--- config.mk ---
export PLATFORM = sky130hd
export DESIGN_NAME = nvac_ctrl
export DESIGN_NICKNAME = d
export VERILOG_FILES = /design/src/logic/nvac_pkg.sv /design/src/logic/nvac_store.sv /design/src/logic/nvac_tick_timer.sv /design/src/logic/nvac_ctrl.sv
export SDC_FILE = /design/constraint.sdc
export NUM_CORES = 1
export LEC_CHECK = 0
export BUFFER_PORTS_ARGS = -buffer_cell sky130_fd_sc_hd__buf_2
export CELL_PAD_IN_SITES_DETAIL_PLACEMENT = 2
export CELL_PAD_IN_SITES_GLOBAL_PLACEMENT = 2
export CORE_MARGIN = 10
export CORE_UTILIZATION = 30
export DETAILED_ROUTE_END_ITERATION = 7
export PLACE_DENSITY_LB_ADDON = 0.05
export SLEW_MARGIN = 30
export SYNTH_ARGS = -nofsm -noshare
export SYNTH_HDL_FRONTEND = slang
export SYNTH_SLANG_ARGS = --single-unit
--- constraint.sdc ---
create_clock -name i_mclk -period 6.6 [get_ports i_mclk]
set_input_delay 1.32 -clock i_mclk [delete_from_list [all_inputs] [get_ports i_mclk]]
set_output_delay 1.32 -clock i_mclk [all_outputs]
set_load 0.005 [all_outputs]
--- src/logic/nvac_pkg.sv ---
// Shared constants for the nonvolatile byte store access block
// How it works
// RQ1: Store holds 128 bytes; each access moves one byte at nv_location.
// RQ2: nv_location keeps seven bits, resets to zero, top bit reads zero.
// RQ3: nv_control sits at 40H of bank 1, reached through the indirect window.
// RQ4: nv_location and nv_byte_buffer sit in bank 0, directly addressed; buffer resets zero. The code decodes them in every bank, direct or not.
// RQ5: store_permit is bit 3, resets zero; while zero no write starts.
// RQ6: Bit 2 starts a write only if store_permit already set; cleared at end.
// RQ7: fetch_permit is bit 1, resets zero; while zero no read starts.
// RQ8: Bit 0 starts a read only if fetch_permit set; cleared when byte valid.
// RQ9: Firmware never sets all four bits at once, nor both starts together.
// RQ10: Firmware waits for a stable subsidiary clock before any write.
// RQ11: Firmware leaves the block's registers alone until a write completes.
// RQ12: After a read the buffer holds the byte until another operation.
// RQ13: Firmware loads location and data, sets permit, then write start next cycle.
// RQ14: Firmware masks global interrupts around starting a write.
// RQ15: Write duration comes from a timer running off the subsidiary clock.
// RQ16: Write end shows both as cleared write start and as interrupt flag.
// RQ17: Reset clears store_permit so no write occurs until firmware enables one.
// RQ18: Write end sets nv_irq_flag and the multi-function flag.
// RQ19: Vector request needs all three enables set and a stack not full.
// RQ20: Servicing the interrupt clears both the multi-function and nv flags.
// RQ21: bank_field picks banks 0 to 3; resets to 0 except watchdog idle reset.
// RQ22: Firmware never enters idle or sleep during a read or write.
// RQ23: While a cycle runs, start bits are ignored and location and data latched.
package nvac_pkg;
  localparam int unsigned AW            = 7;
  localparam int unsigned DEPTH         = 128;
  localparam logic [7:0]  OFS_BANK_SEL  = 8'h04;
  localparam logic [7:0]  OFS_LOCATION  = 8'h2A;
  localparam logic [7:0]  OFS_BYTE_BUF  = 8'h2B;
  localparam logic [7:0]  OFS_IRQ_CTRL  = 8'h2C;
  localparam logic [7:0]  OFS_CONTROL   = 8'h40;
  localparam logic [1:0]  BANK_CONTROL  = 2'h1;
  localparam logic [1:0]  BANK_DIRECT   = 2'h0;
  localparam logic [1:0]  RST_BANK      = 2'h0;
  localparam logic [7:0]  RST_BYTE      = 8'h00;
  localparam int unsigned BIT_STORE_PERMIT = 3;
  localparam int unsigned BIT_WR_START     = 2;
  localparam int unsigned BIT_FETCH_PERMIT = 1;
  localparam int unsigned BIT_RD_START     = 0;
  localparam int unsigned BIT_NV_IRQ_EN    = 0;
  localparam int unsigned BIT_MF_IRQ_EN    = 1;
  localparam int unsigned BIT_NV_IRQ_FLAG  = 2;
  localparam int unsigned BIT_MF_IRQ_FLAG  = 3;
  localparam int unsigned CLK_PERIOD_PS = 5000;
  localparam int unsigned READ_TIME_NS  = 20;
  localparam int unsigned READ_CYCLES   = (READ_TIME_NS * 1000 + CLK_PERIOD_PS - 1) / CLK_PERIOD_PS;
  localparam int unsigned WRITE_TICKS   = 64;

  typedef enum logic [2:0] {
    ST_IDLE  = 3'b001,
    ST_FETCH = 3'b010,
    ST_STORE = 3'b100
  } nvac_state_e;
endpackage : nvac_pkg

--- src/logic/nvac_store.sv ---
// Byte array of the nonvolatile store, flip-flop based
module nvac_store #(
  parameter int unsigned AW    = nvac_pkg::AW,
  parameter int unsigned DEPTH = nvac_pkg::DEPTH
) (
  // Clock
  input  wire logic          i_mclk,
  // Access
  input  wire logic          i_we,
  input  wire logic [AW-1:0] i_addr,
  input  wire logic [7:0]    i_wdata,
  output logic      [7:0]    o_rdata
);
  // Contents are kept across reset, as the real cells would be
  logic [7:0] mem_q [DEPTH];

  always_ff @(posedge i_mclk) begin
    if (i_we) begin
      mem_q[i_addr] <= i_wdata; // RQ1
    end
    o_rdata <= mem_q[i_addr];
  end
endmodule : nvac_store

--- src/logic/nvac_tick_timer.sv ---
// Write cycle timer counting edges of the subsidiary clock pin
module nvac_tick_timer #(
  parameter int unsigned TICKS = nvac_pkg::WRITE_TICKS
) (
  // Clock and reset
  input  wire logic i_mclk,
  input  wire logic i_rst,
  // Subsidiary clock pin
  input  wire logic i_sub_clk,
  // Control
  input  wire logic i_start,
  output logic      o_done
);
  localparam int unsigned CW = $clog2(TICKS + 1);

  logic          sync1_q;
  logic          sync2_q;
  logic          prev_q;
  logic          run_q;
  logic [CW-1:0] cnt_q;
  wire           tick;
  wire           last;

  assign tick = sync2_q & ~prev_q;
  assign last = run_q & tick & (cnt_q == CW'(1));

  // Pin is asynchronous to i_mclk, so it is synchronised before edge detection
  always_ff @(posedge i_mclk) begin
    if (i_rst) begin
      sync1_q <= 1'b0;
      sync2_q <= 1'b0;
      prev_q  <= 1'b0;
    end else begin
      sync1_q <= i_sub_clk;
      sync2_q <= sync1_q;
      prev_q  <= sync2_q;
    end
  end

  always_ff @(posedge i_mclk) begin
    if (i_rst) begin
      run_q  <= 1'b0;
      cnt_q  <= '0;
      o_done <= 1'b0;
    end else begin
      o_done <= last; // RQ15
      if (i_start) begin
        run_q <= 1'b1;
        cnt_q <= CW'(TICKS);
      end else if (last) begin
        run_q <= 1'b0;
      end else if (run_q && tick) begin
        cnt_q <= cnt_q - 1'b1; // RQ15
      end
    end
  end
endmodule : nvac_tick_timer

--- src/logic/nvac_ctrl.sv ---
// Access controller for the nonvolatile byte store: registers, cycles, interrupt
module nvac_ctrl #(
  parameter int unsigned AW        = nvac_pkg::AW,
  parameter int unsigned DEPTH     = nvac_pkg::DEPTH,
  parameter int unsigned RD_CYCLES = nvac_pkg::READ_CYCLES,
  parameter int unsigned WR_TICKS  = nvac_pkg::WRITE_TICKS
) (
  // Clock and reset
  input  wire logic       i_mclk,
  input  wire logic       i_rst,
  input  wire logic       i_wdt_idle_rst,
  // Special function register port
  input  wire logic [7:0] i_sfr_addr,
  input  wire logic       i_sfr_direct,
  input  wire logic       i_sfr_wr,
  input  wire logic [7:0] i_sfr_wdata,
  output logic      [7:0] o_sfr_rdata,
  output logic      [1:0] o_bank,
  // Subsidiary clock pin
  input  wire logic       i_sub_clk,
  // Interrupt
  input  wire logic       i_global_irq_enable,
  input  wire logic       i_stack_full,
  input  wire logic       i_irq_ack,
  output logic            o_irq_req,
  // Status
  output logic            o_busy
);
  localparam int unsigned RCW = $clog2(RD_CYCLES + 1);

  if (AW > 7 || DEPTH != (1 << AW)) begin : g_bad_depth
    $error("nvac_ctrl: depth must be 2**AW with AW at most 7");
  end
  // The store answers one cycle after its address, so a read needs two cycles
  if (RD_CYCLES < 2) begin : g_bad_read
    $error("nvac_ctrl: RD_CYCLES must be at least 2");
  end
  if (WR_TICKS < 1) begin : g_bad_write
    $error("nvac_ctrl: WR_TICKS must be at least 1");
  end

  nvac_pkg::nvac_state_e state_q;
  nvac_pkg::nvac_state_e state_d;

  logic [1:0]     bank_q;
  logic [AW-1:0]  loc_q;
  logic [7:0]     buf_q;
  logic [AW-1:0]  lat_loc_q;
  logic [7:0]     lat_data_q;
  logic           store_permit_q;
  logic           fetch_permit_q;
  logic           wr_start_q;
  logic           rd_start_q;
  logic [RCW-1:0] rd_cnt_q;
  logic           nv_en_q;
  logic           mf_en_q;
  logic           nv_flag_q;
  logic           mf_flag_q;
  logic [7:0]     store_rdata;
  logic           tmr_done;

  wire [1:0] eff_bank;
  wire       sel_ctl;
  wire       sel_loc;
  wire       sel_buf;
  wire       sel_bank;
  wire       sel_irq;
  wire       wr_ctl;
  wire       idle;
  wire       go_wr;
  wire       go_rd;
  wire       rd_end;
  wire       wr_end;
  wire [7:0] ctl_rd;
  wire [7:0] irq_rd;
  wire [7:0] rdata_d;

  // Address decode; direct access always lands in bank 0
  assign eff_bank = i_sfr_direct ? nvac_pkg::BANK_DIRECT : bank_q;
  assign sel_ctl  = (i_sfr_addr == nvac_pkg::OFS_CONTROL)
                  && (eff_bank == nvac_pkg::BANK_CONTROL); // RQ3
  assign sel_loc  = i_sfr_addr == nvac_pkg::OFS_LOCATION; // RQ4
  assign sel_buf  = i_sfr_addr == nvac_pkg::OFS_BYTE_BUF; // RQ4
  assign sel_bank = i_sfr_addr == nvac_pkg::OFS_BANK_SEL;
  assign sel_irq  = i_sfr_addr == nvac_pkg::OFS_IRQ_CTRL;
  assign wr_ctl   = i_sfr_wr & sel_ctl;

  // Starts look at the permit already held, not the one written alongside
  assign idle  = state_q == nvac_pkg::ST_IDLE;
  assign go_wr = wr_ctl & idle & store_permit_q
               & i_sfr_wdata[nvac_pkg::BIT_WR_START]; // RQ5 RQ6 RQ23
  // Write wins if firmware breaks the one-start-at-a-time habit
  assign go_rd = wr_ctl & idle & fetch_permit_q & ~go_wr
               & i_sfr_wdata[nvac_pkg::BIT_RD_START]; // RQ7 RQ8 RQ9
  assign rd_end = (state_q == nvac_pkg::ST_FETCH) && (rd_cnt_q == '0);
  assign wr_end = (state_q == nvac_pkg::ST_STORE) && tmr_done;

  assign ctl_rd = (8'(store_permit_q) << nvac_pkg::BIT_STORE_PERMIT)
                | (8'(wr_start_q) << nvac_pkg::BIT_WR_START)
                | (8'(fetch_permit_q) << nvac_pkg::BIT_FETCH_PERMIT)
                | (8'(rd_start_q) << nvac_pkg::BIT_RD_START);
  assign irq_rd = (8'(nv_en_q) << nvac_pkg::BIT_NV_IRQ_EN)
                | (8'(mf_en_q) << nvac_pkg::BIT_MF_IRQ_EN)
                | (8'(nv_flag_q) << nvac_pkg::BIT_NV_IRQ_FLAG)
                | (8'(mf_flag_q) << nvac_pkg::BIT_MF_IRQ_FLAG);
  assign rdata_d = sel_ctl  ? ctl_rd
                 : sel_loc  ? 8'(loc_q) // RQ2
                 : sel_buf  ? buf_q
                 : sel_bank ? 8'(bank_q)
                 : sel_irq  ? irq_rd
                 : nvac_pkg::RST_BYTE;

  // Vector request only with all enables and room on the stack
  assign o_irq_req = i_global_irq_enable & nv_en_q & mf_en_q & nv_flag_q
                   & mf_flag_q & ~i_stack_full; // RQ19
  assign o_bank = bank_q;
  assign o_busy = ~idle;

  nvac_store #(
    .AW    (AW),
    .DEPTH (DEPTH)
  ) u_store (
    .i_mclk  (i_mclk),
    .i_we    (wr_end),
    .i_addr  (lat_loc_q),
    .i_wdata (lat_data_q),
    .o_rdata (store_rdata)
  );

  nvac_tick_timer #(
    .TICKS (WR_TICKS)
  ) u_timer (
    .i_mclk    (i_mclk),
    .i_rst     (i_rst),
    .i_sub_clk (i_sub_clk),
    .i_start   (go_wr),
    .o_done    (tmr_done)
  );

  always_comb begin
    state_d = state_q;
    unique case (state_q)
      nvac_pkg::ST_IDLE: begin
        if (go_wr) begin
          state_d = nvac_pkg::ST_STORE;
        end else if (go_rd) begin
          state_d = nvac_pkg::ST_FETCH;
        end
      end
      nvac_pkg::ST_FETCH: begin
        if (rd_end) begin
          state_d = nvac_pkg::ST_IDLE;
        end
      end
      nvac_pkg::ST_STORE: begin
        if (wr_end) begin
          state_d = nvac_pkg::ST_IDLE;
        end
      end
      // Three of eight codes are used; any other falls back to idle
      default: begin
        state_d = nvac_pkg::ST_IDLE;
      end
    endcase
  end

  always_ff @(posedge i_mclk) begin
    if (i_rst) begin
      state_q  <= nvac_pkg::ST_IDLE;
      rd_cnt_q <= '0;
    end else begin
      state_q <= state_d;
      if (go_rd) begin
        rd_cnt_q <= RCW'(RD_CYCLES - 1);
      end else if (rd_cnt_q != '0) begin
        rd_cnt_q <= rd_cnt_q - 1'b1;
      end
    end
  end

  // A watchdog wake from idle keeps the bank; every other reset clears it
  always_ff @(posedge i_mclk) begin
    if (i_rst) begin
      if (!i_wdt_idle_rst) begin
        bank_q <= nvac_pkg::RST_BANK; // RQ21
      end
    end else if (i_sfr_wr && sel_bank) begin
      bank_q <= i_sfr_wdata[1:0]; // RQ21
    end
  end

  // Location and data follow firmware only between cycles
  always_ff @(posedge i_mclk) begin
    if (i_rst) begin
      loc_q <= '0; // RQ2
      buf_q <= nvac_pkg::RST_BYTE; // RQ4
    end else begin
      if (i_sfr_wr && sel_loc && idle) begin
        loc_q <= i_sfr_wdata[AW-1:0]; // RQ2 RQ23
      end
      if (rd_end) begin
        buf_q <= store_rdata; // RQ8 RQ12
      end else if (i_sfr_wr && sel_buf && idle) begin
        buf_q <= i_sfr_wdata; // RQ23
      end
    end
  end

  always_ff @(posedge i_mclk) begin
    if (i_rst) begin
      lat_loc_q  <= '0;
      lat_data_q <= nvac_pkg::RST_BYTE;
    end else if (go_wr || go_rd) begin
      lat_loc_q  <= loc_q; // RQ1 RQ23
      lat_data_q <= buf_q;
    end
  end

  always_ff @(posedge i_mclk) begin
    if (i_rst) begin
      store_permit_q <= 1'b0; // RQ17
      fetch_permit_q <= 1'b0; // RQ7
    end else if (wr_ctl) begin
      store_permit_q <= i_sfr_wdata[nvac_pkg::BIT_STORE_PERMIT]; // RQ5
      fetch_permit_q <= i_sfr_wdata[nvac_pkg::BIT_FETCH_PERMIT]; // RQ7
    end
  end

  // Start bits are cleared only by hardware once their cycle is over
  always_ff @(posedge i_mclk) begin
    if (i_rst) begin
      wr_start_q <= 1'b0;
      rd_start_q <= 1'b0;
    end else begin
      if (go_wr) begin
        wr_start_q <= 1'b1; // RQ6
      end else if (wr_end) begin
        wr_start_q <= 1'b0; // RQ6 RQ16
      end
      if (go_rd) begin
        rd_start_q <= 1'b1; // RQ8
      end else if (rd_end) begin
        rd_start_q <= 1'b0; // RQ8
      end
    end
  end

  // A write end in the same cycle as a clear keeps the flag set
  always_ff @(posedge i_mclk) begin
    if (i_rst) begin
      nv_en_q   <= 1'b0;
      mf_en_q   <= 1'b0;
      nv_flag_q <= 1'b0;
      mf_flag_q <= 1'b0;
    end else begin
      if (i_sfr_wr && sel_irq) begin
        nv_en_q <= i_sfr_wdata[nvac_pkg::BIT_NV_IRQ_EN];
        mf_en_q <= i_sfr_wdata[nvac_pkg::BIT_MF_IRQ_EN];
      end
      if (wr_end) begin
        nv_flag_q <= 1'b1; // RQ16 RQ18
        mf_flag_q <= 1'b1; // RQ18
      end else if (i_irq_ack) begin
        nv_flag_q <= 1'b0; // RQ20
        mf_flag_q <= 1'b0; // RQ20
      end else if (i_sfr_wr && sel_irq) begin
        nv_flag_q <= i_sfr_wdata[nvac_pkg::BIT_NV_IRQ_FLAG];
        mf_flag_q <= i_sfr_wdata[nvac_pkg::BIT_MF_IRQ_FLAG];
      end
    end
  end

  always_ff @(posedge i_mclk) begin
    if (i_rst) begin
      o_sfr_rdata <= nvac_pkg::RST_BYTE;
    end else begin
      o_sfr_rdata <= rdata_d;
    end
  end
endmodule : nvac_ctrl

# After elaboration in Yosys (flattened, before gate mapping)
# Memory sizes are Yosys's and may differ from the RTL's. A register that Yosys moved wholly into a read port is not among the register bits.
# Index checks and enable logic that the tools add are counted.
dict set report op_classes {
  reduce_logical 27
  n_bitwise 26
  mux 35
  n_eq_ne 15
  addsub 2
}
# operator count
set op_table {}
lappend op_table {{8-bit 2-to-1 mux} 5}
lappend op_table {{8-bit by 6-bit equality test with 1-bit output, second input constant} 3}
lappend op_table {{7-bit 2-to-1 mux} 3}
lappend op_table {{1-bit bitwise AND} 15}
lappend op_table {{1-bit 2-to-1 mux} 14}
lappend op_table {{2-bit nonzero test} 7}
lappend op_table {{2-bit 2-to-1 mux} 6}
lappend op_table {{3-bit 2-to-1 mux} 4}
lappend op_table {{1-bit logical AND} 10}
lappend op_table {{3-bit case mux with 3 select lines} 1}
lappend op_table {{8-bit by 3-bit equality test with 1-bit output, second input constant} 1}
lappend op_table {{8-bit by 7-bit equality test with 1-bit output, second input constant} 1}
lappend op_table {{4-bit 2-to-1 mux} 2}
lappend op_table {{7-bit by 1-bit equality test with 1-bit output, second input constant} 1}
lappend op_table {{7-bit by 1-bit subtractor with 7-bit output, second input constant} 1}
lappend op_table {{2-bit != test, second input constant} 3}
lappend op_table {{2-bit AND reduction} 3}
lappend op_table {{3-bit nonzero test} 2}
lappend op_table {{1-bit NOT} 5}
lappend op_table {{3-bit by 4-bit bitwise OR with 4-bit output} 1}
lappend op_table {{4-bit by 1-bit bitwise OR with 4-bit output} 1}
lappend op_table {{4-bit by 2-bit bitwise OR with 4-bit output} 1}
lappend op_table {{4-bit by 3-bit bitwise OR with 4-bit output} 1}
lappend op_table {{2-bit OR reduction} 2}
lappend op_table {{other kinds (12)} 12}
dict set report word_totals {
  memories 1
  reg_bits 66
  ramBits 1024
  input_bits 25
  output_inout_bits 12
}
# name words width read_ports rd_clocked_by_memory_dff wr line_no
set memory_table {}
lappend memory_table {u_store.mem_q 128 8 1 1 1 nvac_store.sv:15} ;# logic [7:0] mem_q [DEPTH];

# Depth between registers and ports, before layout
# Gate-level depths: netlist of run 1.
dict set report logic_depth {
  ltp_word 13
  ltp_mapped 12
  mapped_depth_nobuf 7
}

# Modules after synthesis
# From an unflattened synthesis of run 1, not the netlist that was laid out.
dict set report hier_totals {
  hier_cells 2797
  hier_area_um2 43543.0
}
# module cells_per_inst instances area_each_um2 seq_area_each_um2
set modules_own_cells {}
lappend modules_own_cells {nvac_store 2475 1 40433.8 30909.6}
lappend modules_own_cells {nvac_ctrl 260 1 2514.9 1101.1}
lappend modules_own_cells {nvac_tick_timer 62 1 594.3 240.2}

# Least setup slack after synthesis of run 1
# No wires, ideal clock.
dict set report synth_path {
  path_kind {input to register}
  startpoint {input i_sfr_addr[1]}
  endpoint {register lat_data_q[3]}
  slack_ns 3.372
  required_time_ns 6.468
  arrival_time_ns 3.096
  cell_stages 8
  path_cell_list {or4_4 > nor4_4 > nand4_4 > and2_1 > buf_6 > buf_2 > nand2_1 > a21oi_1}
}
dict set report synth_via {
  elab_chain_cells 10
  elab_cells_between_ends 11
  cone_classes {eq/ne: 1; bitwise: 8; reduce/logical: 2}
}
# item line_no
set synth_lines {}
lappend synth_lines {{start, declared} nvac_ctrl.sv:13} ;# input wire logic [7:0] i_sfr_addr,
lappend synth_lines {{8-bit by 7-bit equality test with 1-bit output (*)} nvac_ctrl.sv:80} ;# assign sel_ctl = (i_sfr_addr == nvac_pkg::OFS_CONTROL)
lappend synth_lines {{1-bit logical AND (*)} nvac_ctrl.sv:81} ;# && (eff_bank == nvac_pkg::BANK_CONTROL);
lappend synth_lines {{1-bit bitwise AND (*)} nvac_ctrl.sv:86} ;# assign wr_ctl = i_sfr_wr & sel_ctl;
lappend synth_lines {{1-bit bitwise AND (*)} {nvac_ctrl.sv:90, nvac_ctrl.sv:93}}
lappend synth_lines {{1-bit bitwise AND} nvac_ctrl.sv:90} ;# assign go_wr = wr_ctl & idle & store_permit_q
lappend synth_lines {{1-bit bitwise AND} nvac_ctrl.sv:91} ;# & i_sfr_wdata[nvac_pkg::BIT_WR_START];
lappend synth_lines {{1-bit NOT} nvac_ctrl.sv:93} ;# assign go_rd = wr_ctl & idle & fetch_permit_q & ~go_wr
lappend synth_lines {{1-bit bitwise AND} nvac_ctrl.sv:93}
lappend synth_lines {{1-bit bitwise AND} nvac_ctrl.sv:94} ;# & i_sfr_wdata[nvac_pkg::BIT_RD_START];
lappend synth_lines {{1-bit logical OR (*)} nvac_ctrl.sv:213} ;# end else if (go_wr || go_rd) begin
lappend synth_lines {{end signal, assigned} nvac_ctrl.sv:212} ;# lat_data_q <= nvac_pkg::RST_BYTE;
lappend synth_lines {{end signal, assigned} nvac_ctrl.sv:215} ;# lat_data_q <= buf_q;
lappend synth_lines {{end, declared} nvac_ctrl.sv:49} ;# logic [7:0] lat_data_q;
# Every way passes the cells marked *; elsewhere a longest branch is shown, timed or not.
# A chain may end at the register's enable or synchronous reset.

# Final worst setup path of run 1
dict set report layout_path {
  startpoint {register lat_loc_q[0]}
  endpoint {memory u_store.mem_q[97][1] (enable)}
}
# item line_no
set layout_lines {}
lappend layout_lines {{start, declared} nvac_ctrl.sv:48} ;# logic [AW-1:0] lat_loc_q;
lappend layout_lines {{start signal, assigned} nvac_ctrl.sv:214} ;# lat_loc_q <= loc_q;
lappend layout_lines {{end, declared} nvac_store.sv:15}
# No word-level cell before the write port.

==> results of run 1 <==
power groups by stage:
stage	clock (uW)	sequential, uW	combinational, uW
floorplan	0	7650	51.3
global placement	0	7650	75.2
detailed placement	0	7650	80.6
CTS	7200	7500	81.3
global route	7450	7500	88.3
finish	6990	7500	77.2
layout make-up:
cell class                 instances  area [um^2]
fill                           14070        93330
sequential                      1098        32300
multi-input combinational       1125        10270
clock buffer                     182         3689
tap                             1903         2381
timing repair buffer             102        872.1
clock inverter                    50        399.1
inverter                          16        60.06
antenna                            4        10.01
routing by layer:
| layer | global-route usage | part of all wire | up-vias |
|---|---|---|---|
| li1 | - | - | 9800 |
| met1 | 0.2636 | 0.46 | 12830 |
| met2 | 0.2970 | 0.46 | 554 |
| met3 | 0.04104 | 0.048 | 216 |
| met4 | 0.05779 | 0.028 | 4 |
| met5 | 0 | 0.00016 | - |
kinds of logic (layout without fill, tap and decap cells):
| kind of cell | Yosys count | count (layout) | synth area share |
|---|---|---|---|
| adder cells (fa/ha/maj) | 4 | 4 | 0.001160 |
| AND/OR/NAND/NOR | 476 | 476 | 0.04953 |
| AO/OA/AOI/OAI | 315 | 315 | 0.05330 |
| other | 0 | 4 | 0 |
| XOR/XNOR | 7 | 7 | 0.001421 |
| flip-flops | 1098 | 1098 | 0.7475 |
| buffers and inverters | 160 | 350 | 0.01876 |
| multiplexers | 323 | 323 | 0.1283 |
how the worst max path moves through the flow:
stage | end | slack [ps] | cells past startpoint
4_1_cts | u_store.mem_q[9][4] | 1950 | 4
2_1_floorplan | lat_data_q[3] | 3370 | 8
3_5_place_dp | u_store.mem_q[9][6] | 1930 | 4
6_report | u_store.mem_q[97][1] | 2010 | 4
3_3_place_gp | u_store.mem_q[49][4] | 1910 | 4
5_1_grt | u_store.mem_q[73][5] | 2000 | 4
through the flow:
stage | std cells | total power, uW
6_report | 4480 | 14570
4_1_cts | 4473 | 14790
3_5_place_dp | 4241 | 7731
2_1_floorplan | 2383 | 7704
3_3_place_gp | 4237 | 7725
5_1_grt | 4476 | 15040
cells in the final DEF, fill, tap and decap left out, types with 50 or more instances in the layout:
cell       netlist  routed
a21oi_1         65      65
nor2_1         204     149
clkbuf_16        0     138
mux2_2          50      50
mux4_2         179     179
edfxtp_1      1026    1026
buf_4           33      52
nand2_1        141     139
mux2i_1         94      94
nor2_2           0      55
dfxtp_1         72      60
Yosys cell counts, types with 33 or more instances:
| cell type | instances |
|---|---|
| a21oi_1 | 65 |
| a221oi_1 | 49 |
| buf_2 | 43 |
| buf_4 | 33 |
| clkbuf_1 | 56 |
| dfxtp_1 | 72 |
| edfxtp_1 | 1026 |
| mux2_2 | 50 |
| mux2i_1 | 94 |
| mux4_2 | 179 |
| nand2_1 | 141 |
| nand3_1 | 34 |
| nor2_1 | 204 |
flip-flops by register name (all words and copies together) (netlist names), 2 cells and up:
| register | count |
|---|---|
| buf_q | 8 |
| state_q | 3 |
| rd_cnt_q | 3 |
| lat_data_q | 8 |
| u_store.mem_q | 1024 |
| u_store.o_rdata | 8 |
| u_timer.cnt_q | 7 |
| o_sfr_rdata | 8 |
| loc_q | 7 |
| lat_loc_q | 7 |
| o_bank | 2 |
==> qor.yml, run 1 <==
worst_hold_path:
  hold_depth: 1
  hold_path.class: "reg -> reg"
  hold_end: "u_timer.sync2_q"
  holdCritStartpoint: "u_timer.sync1_q"
pwr:
  seq_power_share: 0.515
  p_int_uw: 11590
  p_comb_frac: 0.005
  power_density_mw_per_mm2: 291.6
  p_leak_uw: 0.01257
  worst_ir_drop_vdd_uv: 303.6
  power.share.clock: 0.480
  switching_share: 0.2047
  p_sw_uw: 2983
status:
  status: "complete, no violations"
logic_synthesis:
  synth_top_area_cell: "edfxtp_1"
  syn_area_mm2: 0.04314
  synth_nets: 2412
  yosys_warnings: 0
  yosysSeqAreaShare: 0.7475
  yosys-top-cells-area: "edfxtp_1, mux4_2, dfxtp_1"
  synth_cells: 2383
  yosysUniqueCellTypes: 74
  synth_top_area_frac: 0.7141
  ys.flop_type: "edfxtp_1"
  synth_edf_count: 1026
  avgSynthCellArea_um2: 18.10
  async_flop_share: 0
  synth-seq-cells: 1098
placed_design:
  globalplace.congestion: 0.7681
  placed_area_mm2: 0.04573
  pre_cts_slack_ps: 1926
  portBuffers: 36
  dp_hpwl_um: 94180
routing:
  drt_iter0_drc: 1811
  vias: 23400
  wl_per_cell_um: 33.89
  drtPass1Iterations: 5
  wl_um: 151800
  drc: 0
  via_per_inst: 5.224
  postRouteAntennaNets: 0
floorplanning:
  die_w_um: 399.2
  ios: 37
  fp.coreArea_mm2: 0.1433
  num_rows: 139
  die_area_mm2: 0.1594
  start_util: 0.3011
  die_height_um: 399.2
worst_setup_path:
  r2r_end: "u_store.mem_q[97][1]"
  crit_top_cell: "nor2_1"
  cp_cell_sequence: "nand2b_1 > nor2_1 > nand2_2 > nor2_1"
  worstSetupPathType: "reg -> reg"
  r2r_cells: 4
  critical_path.max_fanout: 32
  slowest_stage: "nor2_1"
  cp.buffers_inverters: 0
  cp_slowest_stage_delay_ps: 1030
  start_kind: "flip-flop"
  cp-end-kind: "flip-flop"
  crit_path_start: "lat_loc_q[0]"
  required_ps: 6970
  r2r-start: "lat_loc_q[0]"
  path_delay_family: "simple AND/OR/NAND/NOR gates"
  r2r_setup_slack_ps: 2010
  crit_arrival_ps: 4960
timing:
  finalMaxSlewViolations: 0
  finalSetupViolCount: 0
  worstMarginPinSlew_ps: 1078
  fin_tns_setup_ps: 0
  relSlewSlack: 0.2762
  skew_ps: 27.05
  hold_viol: 0
  max_freq_mhz: 217.8
  rsz0062_at_grt: "no"
  holdWs_ps: 444.4
  finalWorstSetupSlack_ps: 2009
  period_needed_ps: 4591
  final.period_utilization: 0.6956
final_layout:
  fin_util: 0.3488
  final_nets: 2505
  area_delta_synth_final_pct: 15.84
  finalInstanceArea_mm2: 0.04998
  drive_gt1_frac: 0.2316
clocking:
  hold_buffers: 0
  postCtsResizedCells: 0
  clock-sinks: 1098
  cts-root-buf: "clkbuf_16"
  postCtsSetupRepairBufs: 0
  clockBufferDepth: 3
  numCtsBuffers: 133
  htreeDepth: 4
  path_clk_slew_ps: 50
  tritoncts: "built"
  clkLatencyLatePin_ps: 760
global_routing:
  grt_pass1_wl_um: 212200
  gr-total-overflow: 0
  grt_pass1_vias: 25140
  grt_usage: 0.1899
  antenna_found_initial: 6
  grt_max_degree: 81
run:
  maxCapViolCount: 0
No activity file was read; power rests on OpenSTA's default activity.
==> inputs of run 2 (changes only) <==
- ABC_AREA: unset -> 1
- clock period: 6.6 -> 4.7 ns (I/O delays scaled with it)
==> run 2 against run 1 <==
  * Count of clock-buffer cells in the layout unchanged
  * Sequential share of layout area shrank 4.0 points
  * Non-clock buffer count is 15 higher
  * Synthesized area rose by 8.0%
  * Clock power up 42%
  * Total power is 41% higher
  * Global-route usage shrank 0.32 points
  * Synthesized cell count grew 97%
==> qor.yml, run 2 <==
pwr:
  switching_share: 0.2085
  worst_ir_drop_vdd_uv: 297.5
  power_density_mw_per_mm2: 386.3
  seq_power_share: 0.512
  power.share.clock: 0.482
  p_int_uw: 16280
  p_leak_uw: 0.02364
  p_comb_frac: 0.006
  p_sw_uw: 4288
timing:
  worstMarginPinSlew_ps: 999.6
  finalSetupViolCount: 0
  fin_tns_setup_ps: 0
  skew_ps: 25.63
  period_needed_ps: 3271
  relSlewSlack: 0.3311
  finalWorstSetupSlack_ps: 1430
  final.period_utilization: 0.6959
  rsz0062_at_grt: "no"
  hold_viol: 0
  max_freq_mhz: 305.8
  finalMaxSlewViolations: 0
final_layout:
  area_delta_synth_final_pct: 14.22
  largest_register: "u_store.mem_q"
  largest_register_ffs: 1024
  final_cell_mix: "nand2_1, edfxtp_1, nor2_1"
  layout_commonest_cell: "nand2_1"
  drive_gt1_frac: 0.07042
  final_nets: 4741
  n_fill_cell: 16730
floorplanning:
  num_rows: 144
  fp.coreArea_mm2: 0.1542
  die_area_mm2: 0.1715
  start_util: 0.3022
  die_height_um: 414.2
  die_w_um: 414.2
  ios: 37
logic_synthesis:
  ys_top_cells_by_count: "nand2_1, edfxtp_1, nor2_1, buf_2, nand4_1"
  yosysSeqAreaShare: 0.6919
  synth_edf_count: 1026
  async_flop_share: 0
  synth_top_area_frac: 0.6610
  yosys_warnings: 0
  synth_top_area_cell: "edfxtp_1"
  yosys-top-cells-area: "edfxtp_1, nand2_1, dfxtp_1"
  yosysUniqueCellTypes: 34
  yosysMostFrequentCell: "nand2_1"
  synth_nets: 4733
  synth_cells: 4704
  synth-seq-cells: 1098
  ys.flop_type: "edfxtp_1"
  syn_area_mm2: 0.04661
  avgSynthCellArea_um2: 9.909
global_routing:
  grt_usage: 0.1867
  grt_pass1_vias: 35220
  antenna_found_initial: 3
  grt_pass1_wl_um: 241400
  gr-total-overflow: 0
  grt_max_degree: 130
routing:
  wl_per_cell_um: 23.84
  drc: 0
  vias: 32850
  drtPass1Iterations: 4
  via_per_inst: 4.789
  drt_iter0_drc: 1741
  wl_um: 163600
  postRouteAntennaNets: 0
clocking:
  htreeDepth: 4
  tritoncts: "built"
  postCtsResizedCells: 0
  numCtsBuffers: 137
  clock-sinks: 1098
  clkLatencyLatePin_ps: 750
  clockBufferDepth: 3
  postCtsSetupRepairBufs: 0
  cts-root-buf: "clkbuf_16"
  path_clk_slew_ps: 60
  hold_buffers: 0
worst_hold_path:
  hold_end: "u_timer.sync2_q"
  hold_path.class: "reg -> reg"
  holdCritStartpoint: "u_timer.sync1_q"
  hold_depth: 2
worst_setup_path:
  crit_arrival_ps: 3890
  path_delay_family: "simple AND/OR/NAND/NOR gates"
  required_ps: 5320
  cp.buffers_inverters: 3
  critical_path.max_fanout: 90
  crit_path_start: "lat_loc_q[0]"
  r2r_end: "u_store.o_rdata[7]"
  r2r_setup_slack_ps: 1430
  slowest_stage: "dfxtp_4"
  cp-end-kind: "flip-flop"
  cp_cell_sequence: "inv_8 > buf_12 > buf_4 > nand2_1 > nand2_1 > nand2_1 > nand2_1 > nand2_1 > nand2_1 > nand2_1 > nand2_1 > nor2_1 > nor2_1 > nor2_1 > nand2_1"
  r2r-start: "lat_loc_q[0]"
  r2r_cells: 15
  start_kind: "flip-flop"
  crit_top_cell: "nand2_1"
  cp_slowest_stage_delay_ps: 680
  worstSetupPathType: "reg -> reg"
placed_design:
  pre_cts_slack_ps: 1445
  globalplace.congestion: 0.7195
  portBuffers: 36
  dp_hpwl_um: 96070
run:
  maxCapViolCount: 0
status:
  status: "complete, no violations"
run 2: metrics by stage:
step,cells,cell area [um^2],hold WS (ps),utilization,total power (uW)
after floorplan,4704,46610,388.3,-,10830
after global placement,6614,49030,400.5,0.3179,10870
after detailed placement,6616,49100,398.5,0.3184,10870
after CTS,6857,53200,350.0,0.3449,20870
after global routing,6858,53240,398.8,0.3452,21230
final,6860,53240,406.2,0.3452,20570
run 2: layer usage:
layer	vias up	routed length [um]	global-route usage
met2	404	76990	0.3105
li1	15440	-	-
met3	201	4658	0.02675
met5	-	0	0
met4	0	4038	0.05045
met1	16810	77890	0.2536
run 2: worst max path at each step:
stage | end | cells past startpoint
global route | u_store.o_rdata[7] | 15
finish | u_store.o_rdata[7] | 15
global placement | u_store.o_rdata[7] | 15
detailed placement | u_store.o_rdata[7] | 15
floorplan | u_store.mem_q[0][0] | 0
CTS | u_store.o_rdata[7] | 15
run 2: power by group through the flow:
stage | registers (uW) | clock network, uW | logic, uW
2_1_floorplan | 10700 | 0 | 86.3
3_3_place_gp | 10700 | 0 | 125
3_5_place_dp | 10700 | 0 | 127
4_1_cts | 10500 | 10200 | 128
5_1_grt | 10500 | 10600 | 145
6_report | 10500 | 9900 | 124
run 2: worst reg2reg max path, cell delays in order (launching register included):
cell and delay [ps]:
dfxtp_4 680, inv_8 400, buf_12 340, buf_4 340
nand2_1 90, nand2_1 50, nand2_1 80, nand2_1 70
nand2_1 60, nand2_1 130, nand2_1 90, nand2_1 170
nor2_1 180, nor2_1 70, nor2_1 310, nand2_1 80
run 2: kinds of logic (layout without fill, tap and decap cells):
kind of cell / after synthesis / after routing / synth area share
buffers and inverters: 314 / 424 / 0.03028
DFF: 1098 / 1098 / 0.6919
xor gates and xnor gates: 4 / 4 / 0.0007515
other: 0 / 2 / 0
AOI/OAI and AO/OA: 84 / 84 / 0.009529
and+or+nand+nor: 3200 / 3200 / 0.2665
adders and majority gates: 4 / 4 / 0.001074
run 2: area by class of cell:
cell class | count | area, um^2 | share of cell area
multi-input combinational | 3292 | 13010 | 0.2444
clock buffer | 182 | 3681 | 0.06914
timing repair buffer | 117 | 1008 | 0.01894
sequential | 1098 | 32290 | 0.6065
clock inverter | 59 | 415.4 | 0.007802
antenna | 2 | 5.005 | 0.00009400
inverter | 66 | 269.0 | 0.005053
tap | 2044 | 2557 | 0.04803
==> inputs of run 3 (changes only) <==
- clock period: 4.7 -> 3.3 ns (I/O delays scaled with it)
==> run 3 against run 2 <==
  * Routed wire length increased by 2.1%
  * Worst hold slack got worse by 280 ps
  * Sequential cell count unchanged
  * Final cell count increased by 2.8%
  * Count of clock-buffer cells in the layout increased by 3
  * Clock power increased by 44%
  * Fmax increased by 12%
  * Global-route usage increased by 0.49 points
  * Sequential power increased by 43%
==> qor.yml, run 3 (same netlist as run 2, synthesis figures left out) <==
worst_setup_path:
  slowest_stage: "dfxtp_4"
  cp_slowest_stage_delay_ps: 520
  worstSetupPathType: "reg -> reg"
  cp-end-kind: "flip-flop"
  cp_cell_sequence: "inv_8 > buf_12 > buf_4 > nand4_1 > nand2_1 > nor2_1 > nand2_1 > nand2_1 > nand2_1 > nor2_1 > nor2_1 > nor2_1 > nand2_1"
  crit_arrival_ps: 3500
  start_kind: "flip-flop"
  critical_path.max_fanout: 60
  required_ps: 3870
  crit_top_cell: "nand2_1"
global_routing:
  grt_pass1_vias: 36450
  antenna_found_initial: 5
  grt_max_degree: 111
  grt_pass1_wl_um: 248600
  gr-total-overflow: 0
  grt_usage: 0.1915
clocking:
  cts-root-buf: "clkbuf_16"
  tritoncts: "built"
  postCtsResizedCells: 0
  clock-sinks: 1098
  postCtsSetupRepairBufs: 0
  htreeDepth: 4
  numCtsBuffers: 138
  path_clk_slew_ps: 60
  hold_buffers: 0
  clockBufferDepth: 3
  clkLatencyLatePin_ps: 770
pwr:
  p_leak_uw: 0.02479
  p_int_uw: 23360
  power.share.clock: 0.484
  switching_share: 0.2067
  p_comb_frac: 0.006
  worst_ir_drop_vdd_uv: 380.6
  power_density_mw_per_mm2: 535.1
  seq_power_share: 0.510
  p_sw_uw: 6088
timing:
  period_needed_ps: 2931
  hold_viol: 0
  skew_ps: 28.28
  finalSetupViolCount: 0
  relSlewSlack: 0.3452
  final.period_utilization: 0.8883
  worstMarginPinSlew_ps: 982.2
  rsz0062_at_grt: "no"
  finalMaxSlewViolations: 0
  finalWorstSetupSlack_ps: 368.8
  fin_tns_setup_ps: 0
  max_freq_mhz: 341.2
routing:
  via_per_inst: 4.784
  drtPass1Iterations: 6
  wl_um: 167100
  postRouteAntennaNets: 0
  wl_per_cell_um: 23.69
  drc: 0
  vias: 33730
  drt_iter0_drc: 2087
floorplanning:
  start_util: 0.3022
  ios: 37
  die_area_mm2: 0.1715
  die_height_um: 414.2
  fp.coreArea_mm2: 0.1542
  num_rows: 144
  die_w_um: 414.2
run:
  maxCapViolCount: 0
final_layout:
  layout_commonest_cell: "nand2_1"
  largest_register_ffs: 1024
  drive_gt1_frac: 0.1025
  finalInstanceArea_mm2: 0.05503
  final_cell_mix: "nand2_1, edfxtp_1, nor2_1"
  area_delta_synth_final_pct: 18.06
  largest_register: "u_store.mem_q"
  final_nets: 4931
  stdcell_count: 7051
placed_design:
  dp_hpwl_um: 103400
  pre_cts_slack_ps: 379.2
  dpl.cell_count: 6806
  placed_area_mm2: 0.05084
  portBuffers: 36
  globalplace.congestion: 0.7300
worst_hold_path:
  hold_path.class: "in -> reg"
status:
  status: "complete, no violations"
-- run 3: changes by cell type in the layout (fill, tap and decap cells not counted), moves of 3 or more --
| cell | change |
|---|---|
| inv_6 | -3 |
| nor2_2 | -16 |
| clkbuf_16 | +6 |
| nor2_1 | +16 |
| clkinv_1 | +4 |
| buf_4 | +163 |
| buf_12 | +26 |
-- run 3: metal layers --
layer | vias to the layer above | wire (um) | global-route usage
met3 | 198 | 5183 | 0.02638
met2 | 434 | 80440 | 0.3254
met1 | 17260 | 78060 | 0.2582
met4 | 0 | 3386 | 0.04420
li1 | 15830 | - | -
met5 | - | 0 | 0
-- run 3: per-stage QoR --
step,total power (uW),hold WS (ps),util
2_1_floorplan,15430,388.3,-
3_3_place_gp,15470,390.5,0.3295
3_5_place_dp,15480,402.6,0.3297
4_1_cts,29900,69.39,0.3568
5_1_grt,30450,98.40,0.3568
6_report,29450,124.8,0.3568
-- run 3: final timing paths --
check | start | end | cells after the start | slack [ps]
worst min-delay path | i_sub_clk | u_timer.sync1_q | 3 | 120
worst max register to register | lat_loc_q[1] | u_store.o_rdata[1] | 13 | 370
worst min register to register | u_timer.sync1_q | u_timer.sync2_q | 2 | 410
worst max-delay path | lat_loc_q[1] | u_store.o_rdata[1] | 13 | 370
-- run 3: power by group through the flow --
stage                     combinational (uW)  clock [uW]  sequential [uW]
final                                    174       14300            15000
after global routing                     204       15200            15000
after CTS                                180       14700            15000
after detailed placement                 179           0            15300
after global placement                   174           0            15300
after floorplan                          123           0            15300
-- run 3: worst max-delay path: cells and delay by family (launching register included) --
family                 cells  cell delay (ps)
buffers and inverters      3              720
and+or+nand+nor           10             1400
DFF                        1              520
-- run 3: layout make-up --
| class | count | area [um^2] |
|---|---|---|
| Clock buffer | 185 | 3810 |
| Timing Repair Buffer | 306 | 2753 |
| Fill cell | 16740 | 99190 |
| Tap cell | 2044 | 2557 |
| Antenna cell | 1 | 2.502 |
| Multi-Input combinational cell | 3292 | 12970 |
| Sequential cell | 1098 | 32290 |
| Inverter | 66 | 267.8 |
| Clock inverter | 59 | 377.9 |
